--- src/pkg/ext_irq_remap_pkg.sv ---
// Constants for the external interrupt input remapping block
// =====================================================================
// How it works
// - Remap register writes are dropped while the remap lock bit is set.
// - Seventeen remap registers exist: nine input maps, eight output maps.
// - Input map 0 holds irq1 pin select in bits 12:8, reset ones.
// - Input map 1 holds irq2 pin select in bits 4:0, reset ones.
// - Select value n routes remappable pin n; all ones ties input low.
// - Shadow copies are compared continuously; mismatch raises a reset.
// - With single session config set, the lock cannot be cleared again.
package ext_irq_remap_pkg;
  // =====================================================================
  // Register map
  localparam int NUM_IN_MAPS  = 9;
  localparam int NUM_OUT_MAPS = 8;
  localparam int NUM_MAPS     = NUM_IN_MAPS + NUM_OUT_MAPS;
  localparam int NUM_PINS     = 26;
  localparam int NUM_IRQ      = 2;
  localparam logic [7:0] OFF_OSC_CTRL = 8'h00;
  localparam logic [7:0] OFF_STATUS   = 8'h04;
  localparam logic [7:0] OFF_MAP_BASE = 8'h40;
  localparam logic [7:0] OFF_MAP_END  = 8'h84;
  // =====================================================================
  // Fields and reset values
  localparam int LOCK_BIT = 6;
  localparam logic [15:0] IRQ1_MASK  = 16'h1f00;
  localparam logic [15:0] IRQ2_MASK  = 16'h001f;
  localparam logic [15:0] PAIR_MASK  = 16'h1f1f;
  localparam logic [15:0] OUT_RESET  = 16'h0000;
  localparam logic        LOCK_RESET = 1'b0;
  localparam logic [7:0]  UNLOCK_KEY1 = 8'h46;
  localparam logic [7:0]  UNLOCK_KEY2 = 8'h57;
  localparam logic [4:0]  LAST_PIN    = 5'h19;
  localparam logic [1:0]  RESP_OKAY   = 2'h0;
  localparam logic [1:0]  RESP_DECERR = 2'h3;

  typedef enum logic [1:0] {UNL_IDLE, UNL_KEY1, UNL_OPEN} unlock_t;

  function automatic logic [15:0] mapMask(input int idx);
    if (idx == 0) return IRQ1_MASK;
    if (idx == 1) return IRQ2_MASK;
    return PAIR_MASK;
  endfunction : mapMask

  function automatic logic [15:0] mapReset(input int idx);
    return (idx < NUM_IN_MAPS) ? mapMask(idx) : OUT_RESET;
  endfunction : mapReset
endpackage : ext_irq_remap_pkg

--- src/pkg/remap_if.sv ---
// Select fields, pins and routed interrupts between top and mux
`timescale 1ns/1ps
interface remap_if (
  input wire logic clk,
  input wire logic rst_n
);
  logic [4:0]  sel [ext_irq_remap_pkg::NUM_IRQ];
  logic [ext_irq_remap_pkg::NUM_PINS-1:0] pins;
  logic [ext_irq_remap_pkg::NUM_IRQ-1:0]  irq;
  modport ctrl (input clk, input rst_n, output sel, output pins, input irq);
  modport mux  (input clk, input rst_n, input sel, input pins, output irq);
endinterface : remap_if

--- src/hw/ext_irq_input_remap.sv ---
// Remap registers, lock sequence and shadow check behind AXI4-Lite
//
// Implementation choices: the register offsets and the AXI4-Lite register port.
`timescale 1ns/1ps
module ext_irq_input_remap (
  input  wire logic        clk,
  input  wire logic        rst_n,
  input  wire logic [7:0]  awaddr,
  input  wire logic        awvalid,
  output wire logic        awready,
  input  wire logic [31:0] wdata,
  input  wire logic [3:0]  wstrb,
  input  wire logic        wvalid,
  output wire logic        wready,
  output wire logic [1:0]  bresp,
  output wire logic        bvalid,
  input  wire logic        bready,
  input  wire logic [7:0]  araddr,
  input  wire logic        arvalid,
  output wire logic        arready,
  output wire logic [31:0] rdata,
  output wire logic [1:0]  rresp,
  output wire logic        rvalid,
  input  wire logic        rready,
  input  wire logic [25:0] remapPins,
  input  wire logic        singleSessionCfg,
  output wire logic        externalIrq1,
  output wire logic        externalIrq2,
  output wire logic        remapLock,
  output wire logic        cfgMismatchReset
);

  // =====================================================================
  // Write channel capture
  logic        awHeld_r, wHeld_r, bvalid_r;
  logic [7:0]  awAddr_r;
  logic [31:0] wData_r;
  logic [3:0]  wStrb_r;
  logic [1:0]  bresp_r;
  wire logic   awFire = awvalid && awready;
  wire logic   wFire  = wvalid && wready;
  wire logic   wrFire = awHeld_r && wHeld_r && !bvalid_r;
  assign awready = !awHeld_r;
  assign wready  = !wHeld_r;
  assign bvalid  = bvalid_r;
  assign bresp   = bresp_r;

  // =====================================================================
  // Write decode
  wire logic       wrOsc = awAddr_r == ext_irq_remap_pkg::OFF_OSC_CTRL;
  wire logic       wrSts = awAddr_r == ext_irq_remap_pkg::OFF_STATUS;
  wire logic       wrMap = awAddr_r >= ext_irq_remap_pkg::OFF_MAP_BASE &&
                           awAddr_r <  ext_irq_remap_pkg::OFF_MAP_END &&
                           awAddr_r[1:0] == 2'h0;
  wire logic [7:0] wrOff = awAddr_r - ext_irq_remap_pkg::OFF_MAP_BASE;
  wire logic [4:0] wrIdx = wrOff[6:2];
  wire logic       wrOk  = wrOsc || wrSts || wrMap;

  always_ff @(posedge clk or negedge rst_n) begin
    if (!rst_n) begin
      awHeld_r <= 1'b0;
      wHeld_r  <= 1'b0;
      bvalid_r <= 1'b0;
      awAddr_r <= 8'h00;
      wData_r  <= 32'h0000_0000;
      wStrb_r  <= 4'h0;
      bresp_r  <= 2'h0;
    end else begin
      if (awFire) begin
        awHeld_r <= 1'b1;
        awAddr_r <= awaddr;
      end else if (wrFire) awHeld_r <= 1'b0;
      if (wFire) begin
        wHeld_r <= 1'b1;
        wData_r <= wdata;
        wStrb_r <= wstrb;
      end else if (wrFire) wHeld_r <= 1'b0;
      if (wrFire) begin
        bvalid_r <= 1'b1;
        // Locked writes still answer OKAY so software sees no difference
        bresp_r  <= wrOk ? ext_irq_remap_pkg::RESP_OKAY
                         : ext_irq_remap_pkg::RESP_DECERR;
      end else if (bready) bvalid_r <= 1'b0;
    end
  end

  // =====================================================================
  // Lock bit and unlock sequence
  ext_irq_remap_pkg::unlock_t unlState_r, unlState_nxt;
  logic lock_r, setOnce_r;
  wire logic       oscLowWr = wrFire && wrOsc && wStrb_r[0];
  wire logic [7:0] oscByte  = wData_r[7:0];
  wire logic       wantLock = oscByte[ext_irq_remap_pkg::LOCK_BIT];
  wire logic       keepLock = singleSessionCfg && setOnce_r;
  wire logic       lockNew  = wantLock || keepLock;

  always_comb begin
    unlState_nxt = unlState_r;
    if (wrFire) begin
      unlState_nxt = ext_irq_remap_pkg::UNL_IDLE;
      if (oscLowWr) begin
        case (unlState_r)
          ext_irq_remap_pkg::UNL_IDLE: begin
            if (oscByte == ext_irq_remap_pkg::UNLOCK_KEY1)
              unlState_nxt = ext_irq_remap_pkg::UNL_KEY1;
          end
          ext_irq_remap_pkg::UNL_KEY1: begin
            if (oscByte == ext_irq_remap_pkg::UNLOCK_KEY2)
              unlState_nxt = ext_irq_remap_pkg::UNL_OPEN;
          end
          default: unlState_nxt = ext_irq_remap_pkg::UNL_IDLE;
        endcase
      end
    end
  end

  wire logic lockWr = oscLowWr && unlState_r == ext_irq_remap_pkg::UNL_OPEN;

  always_ff @(posedge clk or negedge rst_n) begin
    if (!rst_n) begin
      unlState_r <= ext_irq_remap_pkg::UNL_IDLE;
      lock_r     <= ext_irq_remap_pkg::LOCK_RESET;
      setOnce_r  <= 1'b0;
    end else begin
      unlState_r <= unlState_nxt;
      if (lockWr) lock_r <= lockNew;
      if (lockWr && lockNew) setOnce_r <= 1'b1;
    end
  end
  assign remapLock = lock_r;

  // =====================================================================
  // Remap registers with shadow copies
  logic [15:0] mapReg_r [ext_irq_remap_pkg::NUM_MAPS];
  logic [15:0] shadow_r [ext_irq_remap_pkg::NUM_MAPS];
  logic [ext_irq_remap_pkg::NUM_MAPS-1:0] misMatch;
  genvar gi;
  generate
    for (gi = 0; gi < ext_irq_remap_pkg::NUM_MAPS; gi++) begin : g_map
      localparam logic [15:0] MASK = ext_irq_remap_pkg::mapMask(gi);
      localparam logic [15:0] RST  = ext_irq_remap_pkg::mapReset(gi);
      wire logic hit = wrFire && wrMap && wrIdx == 5'(gi) && !lock_r;
      wire logic [15:0] merged = {
        wStrb_r[1] ? wData_r[15:8] : mapReg_r[gi][15:8],
        wStrb_r[0] ? wData_r[7:0]  : mapReg_r[gi][7:0]};
      always_ff @(posedge clk or negedge rst_n) begin
        if (!rst_n) begin
          mapReg_r[gi] <= RST;
          shadow_r[gi] <= RST;
        end else if (hit) begin
          mapReg_r[gi] <= merged & MASK;
          shadow_r[gi] <= merged & MASK;
        end
      end
      assign misMatch[gi] = mapReg_r[gi] != shadow_r[gi];
    end
  endgenerate

  logic mismatch_r;
  always_ff @(posedge clk or negedge rst_n) begin
    if (!rst_n) mismatch_r <= 1'b0;
    else mismatch_r <= |misMatch;
  end
  assign cfgMismatchReset = mismatch_r;

  // =====================================================================
  // Read channel
  logic        rvalid_r;
  logic [31:0] rdata_r;
  logic [1:0]  rresp_r;
  wire logic       rdOsc = araddr == ext_irq_remap_pkg::OFF_OSC_CTRL;
  wire logic       rdSts = araddr == ext_irq_remap_pkg::OFF_STATUS;
  wire logic       rdMap = araddr >= ext_irq_remap_pkg::OFF_MAP_BASE &&
                           araddr <  ext_irq_remap_pkg::OFF_MAP_END &&
                           araddr[1:0] == 2'h0;
  wire logic [7:0] rdOff = araddr - ext_irq_remap_pkg::OFF_MAP_BASE;
  wire logic [4:0] rdIdx = rdOff[6:2];
  wire logic [31:0] oscWord = {25'h0, lock_r, 6'h00};
  // Bit 2 is spare, so the word is padded there to keep the unlock state at bits 4:3
  wire logic [31:0] stsWord = {27'h0, unlState_r, 1'b0, setOnce_r,
                               mismatch_r};
  wire logic [31:0] mapWord = rdMap ? {16'h0000, mapReg_r[rdIdx]}
                                    : 32'h0000_0000;
  wire logic [31:0] rdWord  = rdOsc ? oscWord : rdSts ? stsWord : mapWord;
  wire logic        rdOk    = rdOsc || rdSts || rdMap;
  assign arready = !rvalid_r;
  assign rvalid  = rvalid_r;
  assign rdata   = rdata_r;
  assign rresp   = rresp_r;

  always_ff @(posedge clk or negedge rst_n) begin
    if (!rst_n) begin
      rvalid_r <= 1'b0;
      rdata_r  <= 32'h0000_0000;
      rresp_r  <= 2'h0;
    end else if (arvalid && arready) begin
      rvalid_r <= 1'b1;
      rdata_r  <= rdWord;
      rresp_r  <= rdOk ? ext_irq_remap_pkg::RESP_OKAY
                       : ext_irq_remap_pkg::RESP_DECERR;
    end else if (rready) rvalid_r <= 1'b0;
  end

  // =====================================================================
  // Pin routing
  remap_if rif (.clk(clk), .rst_n(rst_n));
  assign rif.pins   = remapPins;
  assign rif.sel[0] = mapReg_r[0][12:8];
  assign rif.sel[1] = mapReg_r[1][4:0];
  pin_select_mux u_mux (.rif(rif.mux));
  assign externalIrq1 = rif.irq[0];
  assign externalIrq2 = rif.irq[1];
endmodule : ext_irq_input_remap

--- src/hw/pin_select_mux.sv ---
// Routes one remappable pin to each external interrupt input
`timescale 1ns/1ps
module pin_select_mux (
  remap_if.mux rif
);

  genvar ch;
  generate
    for (ch = 0; ch < ext_irq_remap_pkg::NUM_IRQ; ch++) begin : g_ch
      // =================================================================
      // Pin selection
      // select decode
      wire logic inRange = rif.sel[ch] <= ext_irq_remap_pkg::LAST_PIN;
      wire logic picked  = inRange ? rif.pins[rif.sel[ch]] : 1'b0;
      logic      irq_r;
      always_ff @(posedge rif.clk or negedge rif.rst_n) begin
        if (!rif.rst_n) irq_r <= 1'b0;
        else irq_r <= picked;
      end
      assign rif.irq[ch] = irq_r;

    end
  endgenerate
endmodule : pin_select_mux

--- config.mk ---
export PLATFORM = sky130hd
export DESIGN_NAME = ext_irq_input_remap
export DESIGN_NICKNAME = d
export VERILOG_FILES = /design/src/pkg/ext_irq_remap_pkg.sv /design/src/pkg/remap_if.sv /design/src/hw/ext_irq_input_remap.sv /design/src/hw/pin_select_mux.sv
export SDC_FILE = /design/constraint.sdc
export NUM_CORES = 1
export LEC_CHECK = 0
export BUFFER_PORTS_ARGS = -buffer_cell sky130_fd_sc_hd__clkbuf_2
export CORE_ASPECT_RATIO = 1.5
export CORE_MARGIN = 8
export CORE_UTILIZATION = 46
export DETAILED_ROUTE_END_ITERATION = 16
export HOLD_SLACK_MARGIN = 0.06
export PLACE_DENSITY = 0.74
export SETUP_SLACK_MARGIN = 0.05
export SLEW_MARGIN = 20
export SYNTH_ARGS = -nofsm -noshare
export SYNTH_HDL_FRONTEND = slang
export SYNTH_HIERARCHICAL = 1
export SYNTH_SLANG_ARGS = --single-unit
export TNS_END_PERCENT = 10
--- constraint.sdc ---
create_clock -name clk -period 3.2 [get_ports clk]
set_clock_uncertainty 0.2 [all_clocks]
set_input_delay 0.32 -clock clk [delete_from_list [all_inputs] [get_ports clk]]
set_output_delay 0.32 -clock clk [all_outputs]
set_load 0.05 [all_outputs]
Word-level counts from Yosys, hierarchy flattened
Index checks and enable logic that the tools add are counted.
W data, S select, Z words.
Storage, ports and cells
  register bits after elaboration: 229
  input bits: 86
  logic and storage cells: 209
Operators by class
  add/sub/neg operators: 2
  magnitude comparators: 9
  equality and inequality tests: 22
  mux-type cells: 27
  bitwise gates (word level): 1
  reductions and logical operators: 101
Operators by type and width (count)
  $bmux W16 S5: 1
  $mux W16: 5
  $reduce_and A2 Y1: 32
  $logic_and A1 B1 Y1: 49
  $eq A5 B4 Y1 const B: 8
  $eq A5 B3 Y1 const B: 4
  $eq A8 B3 Y1 const B: 2
  $eq A8 B7 Y1 const B: 2
  $ge A8 B7 Y1 const B: 2
  $logic_not A8 Y1: 2
  $lt A8 B8 Y1 const B: 2
  $sub A7 B7 Y7 const B: 2
  $lt A5 B6 Y1 const B: 2
  $mux W1: 12
  $bmux W1 S5: 2
  $eq A5 B2 Y1 const B: 2
  $le A5 B5 Y1 const B: 2
  $mux W5: 2
  $mux W2: 4
  $reduce_bool A2 Y1: 4
  $ge A6 B6 Y1 const B: 1
  $logic_not A2 Y1: 3
  $not A5 Y6: 1
  $eq A5 B1 Y1 const B: 1
  7 further kinds: 15

Logic depth before layout (Yosys ltp)
Gate-level depths: netlist of the first run.
  depth after elaboration: 8
  gate-level depth with buffers: 8
  gate-level depth less buffers: 5

Hierarchy
Netlist of the first run, hierarchy kept.
Modules (own cells, without submodules)
  ext_irq_input_remap: times used 1, cells an instance 693, area an instance 9713.1 µm², sequential area each 5205.0 µm²
  pin_select_mux: times used 1, cells an instance 38, area an instance 534.3 µm², sequential area each 50.0 µm²

Least setup slack after synthesis of the first run
No wires, ideal clock.
  kind: register to register
  start point: register bvalid_r (netlist: bvalid)
  end point: register shadow_r[88] (netlist bit)
  library setup time: 0.125 ns
  data arrival time: 2.404 ns
  required time: 2.875 ns
  slack: 0.471 ns
  stages on the path, launching flop included: 8
  buffers on the path: 2
  clock period less this slack: 2.729 ns
  cells stage by stage: dfrtp_1 nand3b_4 or4_4 buf_6 or3_1 buf_4 nor2_4 mux2_2
Between the ends
  longest elaborated chain between the ends: 6
Ends and longest elaborated chain
  start, declared: RTL line ext_irq_input_remap.sv:35  | logic awHeld_r, wHeld_r, bvalid_r;
  start signal, assigned: RTL line ext_irq_input_remap.sv:63  | bvalid_r <= 1'b0;
  start signal, assigned: RTL line ext_irq_input_remap.sv:79  | bvalid_r <= 1'b1;
  start signal, assigned: RTL line ext_irq_input_remap.sv:83  | end else if (bready) bvalid_r <= 1'b0;
  $logic_not A1 Y1: RTL line ext_irq_input_remap.sv:42  | wire logic wrFire = awHeld_r && wHeld_r && !bvalid_r;
  $logic_and A1 B1 Y1: RTL line ext_irq_input_remap.sv:42
  $logic_and A1 B1 Y1 (3 in a row): RTL line ext_irq_input_remap.sv:142  | wire logic hit = wrFire && wrMap && wrIdx == 5'(gi) && !lock_r;
  $reduce_and A2 Y1 (no line)
  end signal, assigned by index: RTL line ext_irq_input_remap.sv:152  | shadow_r[gi] <= merged & MASK;
  end, declared: RTL line ext_irq_input_remap.sv:135  | logic [15:0] shadow_r [ext_irq_remap_pkg::NUM_MAPS];
No other way between the ends.
A chain may end at the register's enable or synchronous reset.

Final worst setup path of the first run
  start point: register bvalid_r (netlist: bvalid)
  end point: register shadow_r[234] (netlist bit)
Same word-level chain as after synthesis.

==> key figures, run 1 <==
Die
  • Starting density of the core: 0.463
  • # rows: 67
  • Die Ht: 199 microns
  • Chip width: between 100 and 150 microns
  • CORE AREA: ~22000 sq um
  • DIE AREA: 27400 sq um
  • IO Pins: approximately 130

Power
  • Power density over the cells: 571 nW/um^2
  • Peak supply drop: 0.000335 V
  • Pleak: 5.30 nW

Cells and area
  • P&R area growth vs syn: 16.1%
  • Final core occ: 0.538
  • Post-Layout Cell Count: 1128
  • Layout cell share with drive strength beyond 1: 0.539
  • Diodes inserted: 0
  • Layout net count: roughly 900

STA
  • Fmax: 0.351 GHz
  • Tmin final: 2.85 ns
  • Fin crit share: 0.890
  • Final worst setup slack: 0.352 ns
  • RSZ-0062 raised after global routing: false
  • Final setup violation count: 0
  • Setup tns final: 0 ns
  • Final Hold Violating Endpoints: 0
  • Slew HR: 0.414
  • Worst Max-Slew Pin Slew: 0.879 ns
  • Hold WS: 0.0982 ns
  • Slew Limit Fails: 0

Critical path
  • Crit Path Max Fanout: 11
  • Critical R2R Launch: bvalid$_DFFE_PN0P_
  • Required @ worst endpoint: between 3 and 4 ns
  • Nature of the critical path startpoint: register
  • Endpoint class of the critical path: register
  • Setup CP Type: register to register
  • Worst Path Arrival: 3.07 ns
  • Setup crit start: bvalid$_DFFE_PN0P_

Placed design
  • Post-DP HPWL: 16.4 mm
  • Post-Place Cells: 1056
  • Setup slack at placement: 0.342 ns
  • Port Buffer Count: 87
  • Gpl congestion: 0.783

Run
  • Max-cap violations: 0

GRT
  • GR Overflow Total: 0
  • Global-route wire length before repair: 37.3 mm
  • Vias in the first global route: 6816
  • Largest net degree at the start of global routing: between 80 and 90
  • Overall routing resource usage: 0.173
  • Antenna violations before repair: 0

Detailed routing
  • Avg WL per Cell: 20.8 microns
  • First-iteration detailed-routing DRC count: 261
  • Via density: approximately 5.7
  • Via count: 6419
  • Antenna-violating nets left: 0
  • DRC: 0
  • Post-Route WL: 23.4 mm
  • First-pass DRT Iterations: 4

Synth
  • Area share of the largest cell type after synthesis: 0.308
  • Sequential area share after synthesis: 0.513
  • Syn avg cell area: 14.0 sq um
  • Synth area leader: dfrtp_1
  • Yosys reg bits: 206
  • Area of the mapped netlist: 10200 sq um
  • Ys Warns: 6
  • FFs w/ async S/R, synth: 1.00
  • Ys flop type: dfrtp_1
  • Ranking of synthesized cells by area: dfrtp_1 (31%), mux2_2 (21%), dfstp_2 (21%)
  • Yosys cell types: between 50 and 60
  • Cells after Synth: 731
  • Post-synth EDFFs: 0

Clock network
  • CTS Sinks: 206
  • CTS root buffer: clkbuf_16
  • Post-CTS Resized: 0
  • Clk slew on worst S/H paths: 0.06 ns
  • Skew-Pair Late Insertion Delay: 0.50 ns
  • CTS tree: yes
  • Htree depth: 1
  • CTS Buffer Depth: 3
  • CTS buffer count: 21

Outcome
  • Status: completed

Hold path
  • Worst hold path type: input port to register
  • Hold wc startpoint: arvalid
==> worst paths after layout <==
kind,slack [ns],end,depth (start not counted)
max in group asynchronous,1.71,shadow_r[144]$_DFFE_PN1P_,3
min reg2reg,0.29,rdata[6]$_DFFE_PN0P_,2
max,0.35,shadow_r[234]$_DFFE_PN1P_,5
max reg2reg,0.35,shadow_r[234]$_DFFE_PN1P_,5
min in group asynchronous,0.22,wData_r[12]$_DFFE_PN0P_,2
min,0.1,rdata[11]$_DFFE_PN0P_,4
==> routing by layer <==
metal	share of wire	global-route usage	wire, microns	vias up
li1	-	-	-	2897
met1	0.39	0.208	9180	3327
met2	0.53	0.312	12500	154
met3	0.051	0.0217	1200	41
met4	0.023	0.0527	550	0
met5	0	0	0	-
==> metrics by stage <==
stage               cell area, sq um  power [W]
CTS                            11900    0.00686
finish                         11900    0.00679
global placement               10900    0.00431
floorplan                      10300    0.00390
detailed placement             10900    0.00434
global route                   11900    0.00706
==> area by class of cell <==
type | count | area [sq um]
clock buffers | 28 | 592
clock inverters | 10 | 110
fillers | 1822 | 10200
inverters | 10 | 37.5
multi-input cells | 465 | 4630
flip-flops and latches | 206 | 5260
well taps | 276 | 345
repair buffers | 133 | 925
==> flip-flops by register name (all words and copies together), names as in the netlist <==
signal	flops
awAddr_r	8
awHeld_r	1
bresp	1
bvalid	1
mapReg_r	30
rdata	11
remapLock	1
rresp	1
rvalid	1
setOnce_r	1
shadow_r	130
u_mux/g_ch.irq_r	2
unlState_r	2
wData_r	13
wHeld_r	1
wStrb_r	2
==> critical path: stages, from the launching register on <==
cell,delay [ns]
dfrtp_1,0.40
nand3b_4,0.22
or4_4,0.51
or4b_1,0.78
nor2_4,0.29
mux2_2,0.36
==> power by group <==
group,internal (W),switching [W]
logic,0.000383,0.000616
registers,0.00278,0.000531
clock network,0.00147,0.00100
total,0.00464,0.00215
==> synth_stat cells (7+ instances only) <==
| master | number |
|---|---|
| nand2b_1 | 9 |
| mux2i_1 | 18 |
| o211ai_1 | 9 |
| clkbuf_1 | 29 |
| nand2_1 | 27 |
| nor2_4 | 17 |
| mux4_2 | 31 |
| nor2_1 | 7 |
| dfrtp_1 | 126 |
| buf_4 | 28 |
| o21ai_0 | 10 |
| nor2b_1 | 7 |
| inv_1 | 10 |
| nand3_1 | 26 |
| mux2_2 | 189 |
| nor3_1 | 7 |
| dfstp_2 | 80 |
| or3_1 | 8 |
==> what timing repair did <==
item,in CTS,in global routing
setup buffers,0,0
hold endpoints to repair,95,0
hold buffers,34,0
==> cells by family (layout without fill, tap and decap cells) <==
| logic type | after synthesis | in the layout | synth area share |
|---|---|---|---|
| buffers and inverters | 81 | 181 | 0.0427 |
| multiplexers | 251 | 251 | 0.318 |
| AO/OA/AOI/OAI | 61 | 61 | 0.0448 |
| AND/OR/NAND/NOR | 131 | 131 | 0.0810 |
| flip-flops | 206 | 206 | 0.513 |
| other | 1 | 22 | 0.000366 |
==> cell usage in the layout, fill, tap and decap left out, types with 8 or more instances in the layout <==
cell,instances
mux2_2,189
dfrtp_1,126
clkbuf_2,86
dfstp_2,80
dlygate4sd3_1,34
mux4_2,31
nand2_1,27
nand3_1,26
conb_1,22
clkbuf_16,21
mux2i_1,18
nor2_4,17
inv_1,10
o21ai_0,10
nand2b_1,9
o211ai_1,9
or3_1,8
buf_4,8
Power figures use the tool's default switching activity.
==> run 2, diff against run 1 <==
- REMOVE_ABC_BUFFERS: not set -> 1
==> run 2 against run 1 <==
Cell count is the same. Sequential power is essentially flat. Largest power group unchanged. Setup slack lost 0.040 ns. Hold slack lost 0.0043 ns. Non-clock buffer count is the same. Register-to-register slack lost 0.04 ns. Core utilization shrank 0.23 points. Largest cell class unchanged.
==> key figures, run 2 (synthesis gave the netlist of run 1 again) <==
Outcome
  • Status: completed

STA
  • Slew HR: 0.513
  • Final Hold Violating Endpoints: 0
  • Fin crit share: 0.902
  • RSZ-0062 raised after global routing: false
  • Tmin final: 2.89 ns
  • Fmax: 0.346 GHz
  • Hold WS: 0.0938 ns
  • Worst Max-Slew Pin Slew: 0.731 ns
  • Final setup violation count: 0
  • Slew Limit Fails: 0
  • Setup tns final: 0 ns

Detailed routing
  • First-pass DRT Iterations: 5
  • Post-Route WL: 24.6 mm
  • Via density: 5.76
  • Antenna-violating nets left: 0
  • DRC: 0
  • Via count: 6500
  • First-iteration detailed-routing DRC count: 356
  • Avg WL per Cell: about 22 microns

Clock network
  • CTS Sinks: 206
  • CTS tree: yes
  • Skew-Pair Late Insertion Delay: 0.50 ns
  • Htree depth: 1
  • Hold_buf cts: 31
  • CTS buffer count: 20
  • CTS Buffer Depth: 3
  • Post-CTS Resized: 0
  • Clk slew on worst S/H paths: approximately 0.06 ns
  • Setup Buffers After CTS: 0
  • CTS root buffer: clkbuf_16

Power
  • Sw Ratio: 0.320
  • Clock network fraction of total power: 0.351
  • Power density over the cells: 564 nW/um^2
  • Pint: about 0.0045 W
  • P_sw: 0.00214 W
  • Combinational power share: 0.152
  • Peak supply drop: 0.000335 V
  • Sequential Power Share: 0.497
  • Pleak: 5.28 nW

Placed design
  • Port Buffer Count: 87
  • Gpl congestion: 0.791
  • Post-DP HPWL: 17.2 mm

Critical path
  • Crit Path Max Fanout: 11
  • CP max stage cell: or4b_1
  • Crit path buf inv count: 0
  • Endpoint class of the critical path: register
  • Worst Path Arrival: 3.10 ns
  • R2R setup slack: about 0.31 ns
  • CP cell instances: nand3b_4, or4_4, or4b_1, nor2_4, mux2_2
  • Crit path depth: 5
  • Setup crit start: bvalid$_DFFE_PN0P_
  • Critical Path Max Stage Delay: 0.78 ns
  • Setup CP Type: register to register
  • Nature of the critical path startpoint: register
  • Critical R2R Launch: bvalid$_DFFE_PN0P_
  • Crit-path leading delay family: simple AND/OR/NAND/NOR gates
  • Required @ worst endpoint: roughly 3.4 ns
  • Reg2reg path depth: 5

Cells and area
  • Most frequent cells in the layout: mux2_2 (189), dfrtp_1 (126), clkbuf_2 (86)
  • Top flop regs: shadow_r x130, mapReg_r x30, wData_r x13
  • Layout cell share with drive strength beyond 1: 0.541
  • Largest reg by FF count: shadow_r
  • P&R area growth vs syn: 15.6%
  • Max reg flops: 130
  • Commonest non-fill, non-tap cell in the layout: mux2_2
  • Layout fillers: 1832
  • Layout net count: a little over 900

Die
  • DIE AREA: 27400 sq um
  • # rows: 67
  • CORE AREA: 22100 sq um
  • Chip width: 138 microns
  • Die Ht: 199 microns
  • IO Pins: 131
  • Starting density of the core: 0.463

GRT
  • GR Overflow Total: 0
  • Largest net degree at the start of global routing: between 80 and 90
  • Vias in the first global route: 7078
  • Overall routing resource usage: 0.184
  • Global-route wire length before repair: 39.2 mm
  • Antenna violations before repair: 2

Hold path
  • Worst hold path type: input port to register
  • Min-Delay Path Depth: 5
  • Hold wc startpoint: araddr[0]

Run
  • Max-cap violations: 0
==> run 2: cell types whose count changed in the layout (fill, tap and decap cells not counted), moves of 2 or more <==
cell | before | now
clkinv_1 | 1 | 3
inv_6 | 2 | 0
bufinv_16 | 2 | 0
dlygate4sd3_1 | 34 | 31
diode_2 | 0 | 2
clkbuf_1 | 3 | 1
clkbuf_8 | 5 | 9
buf_4 | 8 | 12
==> run 2: layout make-up <==
class | count | area, sq um | area share
tap | 276 | 345 | 0.0292
clock inverter | 6 | 26.3 | 0.00222
sequential | 206 | 5260 | 0.444
antenna | 2 | 5.00 | 0.000422
clock buffer | 30 | 639 | 0.0540
timing repair buffer | 133 | 905 | 0.0764
multi-input combinational | 465 | 4630 | 0.391
inverter | 10 | 37.5 | 0.00317
==> run 2: tightest hold or removal path, delay by kind of cell <==
kind | cells | cell delay, ns
simple gates | 3 | 0.18
buf+inv | 2 | 0.24
==> run 2: through the flow <==
step	std cells	utilization	total power (W)	instance area (sq um)	worst slack, ns
global route	1128	0.535	0.00695	11800	0.238
finish	1128	0.535	0.00669	11800	0.312
CTS	1126	0.535	0.00671	11800	0.364
global placement	1059	0.491	0.00431	10900	0.411
detailed placement	1059	0.491	0.00432	10900	0.381
floorplan	681	-	0.00379	9930	0.340
==> run 2: metal layers <==
metal  global-route usage  wire (microns)  vias to the layer above
met5                    0               0                        -
met4               0.0815             922                        0
met3               0.0225            1130                       57
met2                0.332           13400                      167
met1                0.210            9080                     3388
li1                     -               -                     2888
==> run 2: worst paths after layout <==
path	end
worst min-delay path	rdata[6]$_DFFE_PN0P_
worst min register to register	shadow_r[91]$_DFFE_PN0P_
worst max-delay path	shadow_r[235]$_DFFE_PN1P_
min in group asynchronous	awAddr_r[0]$_DFFE_PN0P_
worst max register to register	shadow_r[235]$_DFFE_PN1P_
max in group asynchronous	shadow_r[176]$_DFFE_PN1P_
==> run 2: power by group through the flow <==
stage / Clock [W] / Sequential, W / Combinational (W)
finish: 0.00235 / 0.00332 / 0.00101
global route: 0.00250 / 0.00337 / 0.00108
CTS: 0.00239 / 0.00331 / 0.00100
detailed placement: 0 / 0.00335 / 0.000967
global placement: 0 / 0.00335 / 0.000955
floorplan: 0 / 0.00320 / 0.000582
==> run 3, diff against run 2 <==
- CELL_PAD_IN_SITES_DETAIL_PLACEMENT: not set -> 1
- CELL_PAD_IN_SITES_GLOBAL_PLACEMENT: not set -> 2
- CORE_UTILIZATION: 46 -> 41
- PLACE_DENSITY: 0.74 -> 0.88
==> run 3 against run 2 <==
Sequential power hardly changed. Global-route usage is 0.12 points lower. Clock-buffer cell count is 4 higher. Setup slack worse by 0.046 ns. Sequential share of layout area is 0.30 points lower. Hold slack better by 0.050 ns. Critical endpoint is now shadow_r[236]$_DFFE_PN1P_.
==> key figures, run 3 (synthesis gave the netlist of run 1 again) <==
Power
  • Sequential Power Share: 0.491
  • Combinational power share: 0.160
  • Pint: 0.00454 W
  • Peak supply drop: about 0.00036 V
  • P_sw: 0.00218 W
  • Power density over the cells: about 560 nW/um^2
  • Pleak: between 5 and 6 nW
  • Clock network fraction of total power: 0.349
  • Sw Ratio: 0.324

GRT
  • Antenna violations before repair: 0
  • Global-route wire length before repair: between 40 and 50 mm
  • Vias in the first global route: between 7k and 8k
  • Overall routing resource usage: 0.182
  • GR Overflow Total: 0
  • Largest net degree at the start of global routing: 88

Detailed routing
  • Post-Route WL: 27.4 mm
  • Antenna-violating nets left: 0
  • Via count: 6503
  • DRC: 0
  • First-pass DRT Iterations: 4
  • First-iteration detailed-routing DRC count: 238
  • Avg WL per Cell: 23.2 microns
  • Via density: approximately 5.5

Critical path
  • Worst Path Arrival: 3.15 ns
  • Required @ worst endpoint: 3.41 ns
  • Setup CP Type: register to register
  • Setup crit start: bvalid$_DFFE_PN0P_
  • CP max stage cell: or4b_1
  • Endpoint class of the critical path: register
  • Critical Path Max Stage Delay: 0.80 ns
  • Crit Path Max Fanout: 11
  • CP cell instances: nand3b_4, or4_4, or4b_1, nor2_4, mux2_2
  • Critical R2R Launch: bvalid$_DFFE_PN0P_
  • Nature of the critical path startpoint: register

Clock network
  • CTS Sinks: 206
  • CTS buffer count: 20
  • Clk slew on worst S/H paths: 0.06 ns
  • Skew-Pair Late Insertion Delay: 0.49 ns
  • Post-CTS Resized: 0
  • CTS tree: yes
  • CTS Buffer Depth: 3
  • Htree depth: 1
  • CTS root buffer: clkbuf_16

STA
  • Slew HR: 0.447
  • Final setup violation count: 0
  • RSZ-0062 raised after global routing: false
  • Setup tns final: 0 ns
  • Tmin final: 2.93 ns
  • Worst Max-Slew Pin Slew: 0.830 ns
  • Slew Limit Fails: 0
  • Fmax: 0.341 GHz
  • Fin crit share: 0.917
  • Final Hold Violating Endpoints: 0

Placed design
  • DP Area: 11000 sq um
  • Gpl congestion: between 0.7 and 0.8
  • Post-DP HPWL: 19.4 mm
  • Port Buffer Count: 87

Die
  • # rows: 71
  • Chip width: approximately 150 microns
  • Die Ht: 210 microns
  • IO Pins: 131
  • Starting density of the core: 0.412
  • DIE AREA: about 30000 sq um
  • CORE AREA: around 25000 sq um

Run
  • Max-cap violations: 0

Cells and area
  • Largest reg by FF count: shadow_r
  • Max reg flops: 130
  • Fin area: roughly 12000 sq um
  • Diodes inserted: 0
  • Final core occ: 0.480
  • Top flop regs: shadow_r x130, mapReg_r x30, wData_r x13
  • Layout cell share with drive strength beyond 1: 0.540
  • Commonest non-fill, non-tap cell in the layout: mux2_2
  • Layout net count: 926
  • Most frequent cells in the layout: mux2_2 (189), dfrtp_1 (126), clkbuf_2 (86)
  • P&R area growth vs syn: 16.4%

Outcome
  • Status: completed

Hold path
  • Worst hold path type: input port to register
  • Hold wc startpoint: remapPins[24]
-- run 3: per-layer routing --
metal	GRT usage	vias up	wire [microns]
met2	0.346	140	15200
met3	0.0259	53	1010
met4	0.0713	0	944
met1	0.201	3423	10300
li1	-	2887	-
met5	0	-	0
-- run 3: critical path: cells and delay by family (launching register included) --
kind | cells | cell delay [ns]
AND/OR/NAND/NOR | 4 | 1.86
multiplexers | 1 | 0.38
flip-flops | 1 | 0.41
-- run 3: worst paths after layout --
check                                                end  slack (ns)  depth (start not counted)
min in group asynchronous  u_mux/g_ch[1].irq_r$_DFF_PN0_        0.22                          2
max                            shadow_r[236]$_DFFE_PN1P_        0.27                          5
max in group asynchronous      shadow_r[129]$_DFFE_PN1P_        1.67                          3
min                        u_mux/g_ch[1].irq_r$_DFF_PN0_        0.14                          4
min reg2reg                         rdata[6]$_DFFE_PN0P_        0.27                          2
max reg2reg                    shadow_r[236]$_DFFE_PN1P_        0.27                          5
-- run 3: timing repair --
item | in CTS | in global routing
hold buffers | 32 | 0
buffers inserted | 0 | 0
hold endpoints to repair | 84 | 0
-- run 3: per-stage QoR --
| step | hold WS [ns] | total power (W) | setup slack [ns] | std cells |
|---|---|---|---|---|
| 3_5_place_dp | 0.230 | 0.00438 | 0.329 | 1114 |
| 5_1_grt | 0.172 | 0.00701 | 0.215 | 1182 |
| 4_1_cts | 0.123 | 0.00679 | 0.283 | 1182 |
| 3_3_place_gp | 0.223 | 0.00434 | 0.375 | 1114 |
| 2_1_floorplan | -0.176 | 0.00379 | 0.340 | 681 |
| 6_report | 0.144 | 0.00672 | 0.266 | 1182 |
-- run 3: power by group through the flow --
stage               sequential (W)  clock, W  combinational (W)
floorplan                  0.00320         0           0.000582
global placement           0.00332         0            0.00102
detailed placement         0.00334         0            0.00104
CTS                        0.00329   0.00242            0.00108
global route               0.00335   0.00250            0.00116
finish                     0.00330   0.00235            0.00107
-- run 3: layout make-up --
cell class	instances	area, sq um
Clock buffer	34	644
Fill cell	2581	12900
Clock inverter	2	10.0
Inverter	10	37.5
Tap cell	328	410
Sequential cell	206	5260
Timing Repair Buffer	137	937
Multi-Input combinational cell	465	4630
